--- src/pkg/itam_regs.svh ---
// Constants of the ten-bit multi-address target matcher
`ifndef ITAM_REGS_SVH
`define ITAM_REGS_SVH
`define ITAM_PREFIX 5'h1e
`define ITAM_BYTE_BITS 4'h8
`define ITAM_CNT_ZERO 4'h0
`define ITAM_CNT_ONE 4'h1
`define ITAM_BYTE_ZERO 8'h00
`define ITAM_HI_ZERO 2'h0
`define ITAM_SEL_ZERO 2'h0
`define ITAM_HI_MASK 10'h300
`define ITAM_FULL_MASK 10'h3ff
`endif

--- src/pkg/itam_pkg.sv ---
// Types of the ten-bit multi-address target matcher
package itam_pkg;
    typedef enum logic [2:0] {
        ITAM_IDLE,
        ITAM_ADDR1,
        ITAM_ACK1,
        ITAM_ADDR2,
        ITAM_ACK2,
        ITAM_DATA,
        ITAM_DACK,
        ITAM_IGNORE
    } itam_state_e;
endpackage

--- src/rtl/itam_top.sv ---
// I2C target recognising up to four own ten-bit addresses
// Notes on behaviour
// [RULE1] Holds up to four own ten-bit addresses; answers writes to any enabled one.
// [RULE2] First byte is 11110, two upper address bits, then direction bit.
// [RULE3] Second address byte carries the lower eight address bits.
// [RULE4] Ack first byte of a write when its upper bits match any enabled own address.
// [RULE5] Ack second byte only when all ten bits match one single address.
// [RULE6] Take data bytes only after a complete matching address.
// [RULE7] Own addresses may differ in upper bits; matching stays exact anyway.
// [RULE8] Mismatching byte gets a released data line and rest is ignored.
`include "itam_regs.svh"
module itam_top
    import itam_pkg::*;
(
    input wire logic core_clk,
    input wire logic arst_n,
    input wire logic tgt_en,
    input wire logic [3:0] own_en,
    input wire logic [9:0] own_addr_0,
    input wire logic [9:0] own_addr_1,
    input wire logic [9:0] own_addr_2,
    input wire logic [9:0] own_addr_3,
    input wire logic scl_i,
    input wire logic sda_i,
    output logic sda_o,
    output logic sda_oe,
    output logic [7:0] rx_data,
    output logic rx_valid,
    output logic [1:0] match_sel,
    output logic addressed
);
    logic scl_s1_r;
    logic scl_s2_r;
    logic scl_d_r;
    logic sda_s1_r;
    logic sda_s2_r;
    logic sda_d_r;
    logic start_det;
    logic stop_det;
    logic scl_rise;
    logic scl_fall;
    logic [3:0] hi_hits;
    logic [3:0] full_hits;
    itam_state_e state_r;
    itam_state_e state_nxt;
    logic [3:0] cnt_r;
    logic [3:0] cnt_nxt;
    logic [7:0] shreg_r;
    logic [7:0] shreg_nxt;
    logic [1:0] hi_r;
    logic [1:0] hi_nxt;
    logic sda_oe_r;
    logic sda_oe_nxt;
    logic [7:0] rx_data_r;
    logic [7:0] rx_data_nxt;
    logic rx_valid_r;
    logic rx_valid_nxt;
    logic [1:0] sel_r;
    logic [1:0] sel_nxt;
    logic addressed_r;
    logic addressed_nxt;
    logic sda_o_r;

    // Per-address compare; the four results are kept apart so an upper
    // part of one address never combines with the lower part of another
    function automatic logic [3:0] hit_mask(input logic [9:0] a,
                                            input logic [9:0] mask);
        logic [9:0] own [4];
        logic [3:0] m;
        own[0] = own_addr_0;
        own[1] = own_addr_1;
        own[2] = own_addr_2;
        own[3] = own_addr_3;
        m = 4'h0;
        for (int i = 0; i < 4; i++)
        begin
            m[i] = own_en[i] && ((own[i] & mask) == (a & mask)); // RULE1
        end
        return m;
    endfunction

    function automatic logic [1:0] first_hit(input logic [3:0] m);
        logic [1:0] s;
        s = 2'h0;
        for (int i = 3; i >= 0; i--)
        begin
            if (m[i])
            begin
                s = 2'(i);
            end
        end
        return s;
    endfunction

    // Bus lines are asynchronous to core_clk: two flops before any use
    always_ff @(posedge core_clk or negedge arst_n)
    begin
        if (!arst_n)
        begin
            scl_s1_r <= 1'b1;
            scl_s2_r <= 1'b1;
            scl_d_r <= 1'b1;
            sda_s1_r <= 1'b1;
            sda_s2_r <= 1'b1;
            sda_d_r <= 1'b1;
        end
        else
        begin
            scl_s1_r <= scl_i;
            scl_s2_r <= scl_s1_r;
            scl_d_r <= scl_s2_r;
            sda_s1_r <= sda_i;
            sda_s2_r <= sda_s1_r;
            sda_d_r <= sda_s2_r;
        end
    end

    assign start_det = scl_s2_r && sda_d_r && !sda_s2_r;
    assign stop_det = scl_s2_r && !sda_d_r && sda_s2_r;
    assign scl_rise = scl_s2_r && !scl_d_r;
    assign scl_fall = !scl_s2_r && scl_d_r;
    // Only the two upper bits take part in the first-byte compare;
    // always_comb also wakes on the own addresses read inside hit_mask
    always_comb
    begin
        hi_hits = hit_mask({shreg_r[2:1], `ITAM_BYTE_ZERO},
                           `ITAM_HI_MASK); // RULE4 RULE7
        full_hits = hit_mask({hi_r, shreg_r}, `ITAM_FULL_MASK); // RULE3 RULE5
    end

    always_comb
    begin
        state_nxt = state_r;
        cnt_nxt = cnt_r;
        shreg_nxt = shreg_r;
        hi_nxt = hi_r;
        sda_oe_nxt = sda_oe_r;
        rx_data_nxt = rx_data_r;
        rx_valid_nxt = 1'b0;
        sel_nxt = sel_r;
        addressed_nxt = addressed_r;
        if (start_det)
        begin
            state_nxt = tgt_en ? ITAM_ADDR1 : ITAM_IGNORE;
            cnt_nxt = `ITAM_CNT_ZERO;
            sda_oe_nxt = 1'b0;
            addressed_nxt = 1'b0;
        end
        else if (stop_det)
        begin
            state_nxt = ITAM_IDLE;
            sda_oe_nxt = 1'b0;
            addressed_nxt = 1'b0;
        end
        else
        begin
            unique case (state_r)
                ITAM_IDLE, ITAM_IGNORE:
                begin
                    sda_oe_nxt = 1'b0; // RULE8
                end
                ITAM_ADDR1, ITAM_ADDR2, ITAM_DATA:
                begin
                    if (scl_rise)
                    begin
                        shreg_nxt = {shreg_r[6:0], sda_s2_r};
                        cnt_nxt = cnt_r + `ITAM_CNT_ONE;
                    end
                    else if (scl_fall && cnt_r == `ITAM_BYTE_BITS)
                    begin
                        cnt_nxt = `ITAM_CNT_ZERO;
                        state_nxt = ITAM_IGNORE; // RULE8
                        if (state_r == ITAM_ADDR1)
                        begin
                            // Read direction has no transmit path: refused
                            if (shreg_r[7:3] == `ITAM_PREFIX && !shreg_r[0]
                                && |hi_hits) // RULE2 RULE4
                            begin
                                hi_nxt = shreg_r[2:1];
                                sda_oe_nxt = 1'b1;
                                state_nxt = ITAM_ACK1;
                            end
                        end
                        else if (state_r == ITAM_ADDR2)
                        begin
                            if (|full_hits) // RULE5
                            begin
                                sel_nxt = first_hit(full_hits);
                                sda_oe_nxt = 1'b1;
                                addressed_nxt = 1'b1;
                                state_nxt = ITAM_ACK2;
                            end
                        end
                        else
                        begin
                            rx_data_nxt = shreg_r; // RULE6
                            rx_valid_nxt = 1'b1;
                            sda_oe_nxt = 1'b1;
                            state_nxt = ITAM_DACK;
                        end
                    end
                end
                ITAM_ACK1, ITAM_ACK2, ITAM_DACK:
                begin
                    if (scl_fall)
                    begin
                        sda_oe_nxt = 1'b0;
                        state_nxt = (state_r == ITAM_ACK1) ? ITAM_ADDR2
                                                           : ITAM_DATA; // RULE6
                    end
                end
            endcase
        end
    end

    always_ff @(posedge core_clk or negedge arst_n)
    begin
        if (!arst_n)
        begin
            state_r <= ITAM_IDLE;
            cnt_r <= `ITAM_CNT_ZERO;
            shreg_r <= `ITAM_BYTE_ZERO;
            hi_r <= `ITAM_HI_ZERO;
            sda_oe_r <= 1'b0;
            rx_data_r <= `ITAM_BYTE_ZERO;
            rx_valid_r <= 1'b0;
            sel_r <= `ITAM_SEL_ZERO;
            addressed_r <= 1'b0;
            sda_o_r <= 1'b0;
        end
        else
        begin
            state_r <= state_nxt;
            cnt_r <= cnt_nxt;
            shreg_r <= shreg_nxt;
            hi_r <= hi_nxt;
            sda_oe_r <= sda_oe_nxt;
            rx_data_r <= rx_data_nxt;
            rx_valid_r <= rx_valid_nxt;
            sel_r <= sel_nxt;
            addressed_r <= addressed_nxt;
            sda_o_r <= 1'b0;
        end
    end

    assign sda_o = sda_o_r;
    assign sda_oe = sda_oe_r;
    assign rx_data = rx_data_r;
    assign rx_valid = rx_valid_r;
    assign match_sel = sel_r;
    assign addressed = addressed_r;
endmodule

--- config.mk ---
export PLATFORM = sky130hd
export DESIGN_NAME = itam_top
export DESIGN_NICKNAME = d
export VERILOG_FILES = /design/src/pkg/itam_pkg.sv /design/src/rtl/itam_top.sv
export VERILOG_INCLUDE_DIRS = /design/src /design/src/pkg
export SDC_FILE = /design/constraint.sdc
export NUM_CORES = 1
export LEC_CHECK = 0
export BUFFER_PORTS_ARGS = -buffer_cell sky130_fd_sc_hd__buf_2
export CAP_MARGIN = 25
export CORE_AREA = 2 2 70 72
export CTS_CLUSTER_DIAMETER = 30
export DETAILED_ROUTE_END_ITERATION = 7
export DIE_AREA = 0 0 72 74
export PLACE_DENSITY = 0.75
export SLEW_MARGIN = 0
export SYNTH_ARGS = -nofsm -noshare
export SYNTH_HDL_FRONTEND = slang
export SYNTH_SLANG_ARGS = --single-unit
--- constraint.sdc ---
create_clock -name core_clk -period 4.7 [get_ports core_clk]
set_input_delay 0.235 -clock core_clk [delete_from_list [all_inputs] [get_ports core_clk]]
set_output_delay 0.235 -clock core_clk [all_outputs]
set_load 0.03 [all_outputs]
==> run summary <==
highest routed layer = met4
Max Buffers Root-to-Sink = 2
metal3 WL = 178 um
clock sinks = 36
DR WL/cell = 14.26 um
aggregate global-route resource usage = 19.18%
Syn Nets = 265
Slew Viols, Final = 0
Pint = 0.7122 mW
fin worst setup slack = 2.425 ns
dpl cell area = 0.002492 sq mm
WL met2 = 2260 um
clock tree root buffer cell = clkbuf_8
max_slew headroom = 48.85%
first-pass GRT wire length = 7707 um
Setup Total Neg Slack = 0 ns
Syn. warnings = 0
Post-DRT Antenna Nets = 0
Avg Cell Area, Syn = 10.28 sq um
Synth Register Bits = 36
layout cells sized above 1 = 36.30%
Clock power frac = 24.3%
HP Class = primary input to async pin
post-cts resize count = 0
crit start category = flip-flop
GP Congestion = 0.8812
antenna violations before repair = 0
hold slack final = 0.01588 ns
Layout Nets = 320
vias per inst = 5.225
Post-CTS Hold Buffers = 0
boundary pin count = 63
Setup Crit Path Kind = flip-flop to flip-flop
diode count = 0
1st-pass router iterations = 4
vias in the first global route = 1650
Worst EP arrival = 2.44 ns
FF-to-FF path depth = 7
Rows = 25
Final Instance Area = 0.002604 sq mm
total power = 1.100 mW
Max VDD drop = 224.0 uV
H-tree levels = 2
synth-to-layout area growth = 18.37%
largest net degree at the start of global routing = 37
CTS tree = yes
Tightest Pin Transition = 0.7672 ns
status = completed
leakage = 1.180 nW
later-pin clock latency in the skew report = 0.29 ns
RSZ-0062 raised after global routing = no
Fmax achieved = 0.4396 GHz
initial DRC count = 93
Mapped Cells = 214
minimum clock period = 2.275 ns
CP required = 4.87 ns
Power Dens Cells = 422.3 mW/mm^2
Mapped Area = 0.002200 sq mm
IO Port Bufs = 61
Max-cap violations = 0
DR vias = 1693
core area = 0.004598 sq mm
Initial Util = 47.84%
P_sw = 0.3874 mW
Reg clk slew, reported paths = 0.07 ns
skew final = 0.006928 ns
Critical Path Fanout Max = 12
Die Y = 74 um
setup bufs post-CTS = 0
Final Hold Viols = 0
die width = 72 um
final-report setup violation count = 0
Gate power share = 30.3%
pre-CTS WS = 2.532 ns
post-DP HPWL = 3518 um
switching share of total power = 35.23%
DRT Wirelength = 4620 um
Seq/Total Area, Yosys = 41.30%
GRT Residual Overflow = 0
total die area = 0.005328 sq mm
Netlist cell types = 43
Worst Setup End Kind = flip-flop
Seq pwr share = 45.3%
number of CTS-inserted buffers = 5
Final period util = 48.40%
DRC viols = 0
Post-Route M1 WL = 2134 um
==> per-stage QoR <==
step	instances	util, %
finish	324	56.63
global route	324	56.63
CTS	324	56.63
detailed placement	316	54.20
global placement	316	54.20
floorplan	214	-
==> critical path, stage by stage (launching register included) <==
cell,delay (ns)
dfrtp_1,0.67
xnor2_1,0.20
nand4_1,0.12
nor3_1,0.48
nor4b_2,0.16
nor2_4,0.15
nand2_1,0.07
mux2_1,0.30
==> cells in the mapped netlist (all sizes together) <==
cell type,count,share of area [%]
clkbuf,1,0.23
dfrtp,30,34
inv,5,0.85
a31oi,1,0.28
ha,2,1.1
o311ai,1,0.40
a22o,1,0.40
and3,1,0.28
nor2b,3,0.85
xor2,5,2.0
conb,1,0.17
or4b,1,0.46
o211ai,1,0.34
a21o,1,0.34
nand2b,4,1.5
nor3,6,1.6
or2,1,0.28
dfstp,6,7.2
nor4b,1,0.68
a21oi,8,1.8
nand2,10,1.7
nand4,10,2.8
o21a,2,0.68
nor3b,1,0.34
xnor2,44,18
or3,1,0.28
nor2,12,2.4
nand3,8,1.8
a32oi,2,0.80
buf,12,3.4
mux2,19,9.7
a2111o,1,0.51
a21boi,1,0.34
o21ai,9,2.0
and2,1,0.28
a2bb2oi,1,0.40
==> path summary, 6_finish.rpt <==
| path | startpoint | end | slack [ns] |
|---|---|---|---|
| hold reg to reg | scl_s1_r | scl_s2_r | 0.36 |
| hold / removal | arst_n | addressed | 0.02 |
| setup reg to reg | shreg_r[2] | match_sel[0] | 2.43 |
| min in group core_clk | sda_i | sda_s1_r | 0.05 |
| max in group asynchronous | arst_n | shreg_r[3] | 4.19 |
| setup / recovery | shreg_r[2] | match_sel[0] | 2.43 |
==> layout by cell type, fill, tap and decap left out, types with 5 or more instances in the layout <==
master / n
nand2_1: 10
mux2_2: 18
nand4_1: 10
dfstp_2: 6
a21oi_1: 8
dfrtp_1: 30
nand3_1: 8
inv_1: 5
nor3_1: 5
xor2_1: 5
nor2_1: 11
xnor2_1: 44
clkbuf_8: 5
o21ai_0: 8
buf_2: 61
==> power groups by stage <==
stage	sequential, mW	combinational [mW]	clock, mW
finish	0.498	0.334	0.267
global route	0.512	0.375	0.295
CTS	0.498	0.337	0.276
detailed placement	0.505	0.334	0
global placement	0.502	0.328	0
floorplan	0.398	0.375	0
==> registers in the layout, summed over array words and instances, names as in the netlist <==
signal / flops
addressed: 1
cnt_r: 4
hi_r: 2
match_sel: 2
rx_data: 8
rx_valid: 1
scl_d_r: 1
scl_s1_r: 1
scl_s2_r: 1
sda_d_r: 1
sda_oe: 1
sda_s1_r: 1
sda_s2_r: 1
shreg_r: 8
state_r: 3
==> cell type report <==
class,count,area [sq um]
Multi-Input combinational cell,160,1192
Clock buffer,5,68.82
Fill cell,404,1994
Inverter,5,18.77
Timing Repair Buffer,61,305.3
Sequential cell,36,908.4
Clock inverter,3,42.54
Tap cell,54,67.56
==> cell families (layout without fill, tap and decap cells) <==
group	count (synthesis)	after routing	synth area share, %
muxes	19	19	9.727
AOI/OAI and AO/OA	29	29	8.362
and+or+nand+nor	60	60	15.30
DFF	36	36	41.30
other	1	1	0.1705
xor gates and xnor gates	49	49	19.51
adders and majority gates	2	2	1.137
buffers and inverters	18	74	4.494
==> layer usage <==
layer,global-route usage [%],up-vias
met5,0,-
met4,6.080,0
met3,5.285,4
met2,31.28,38
met1,25.13,809
li1,-,842
Power figures use the tool's default switching activity.
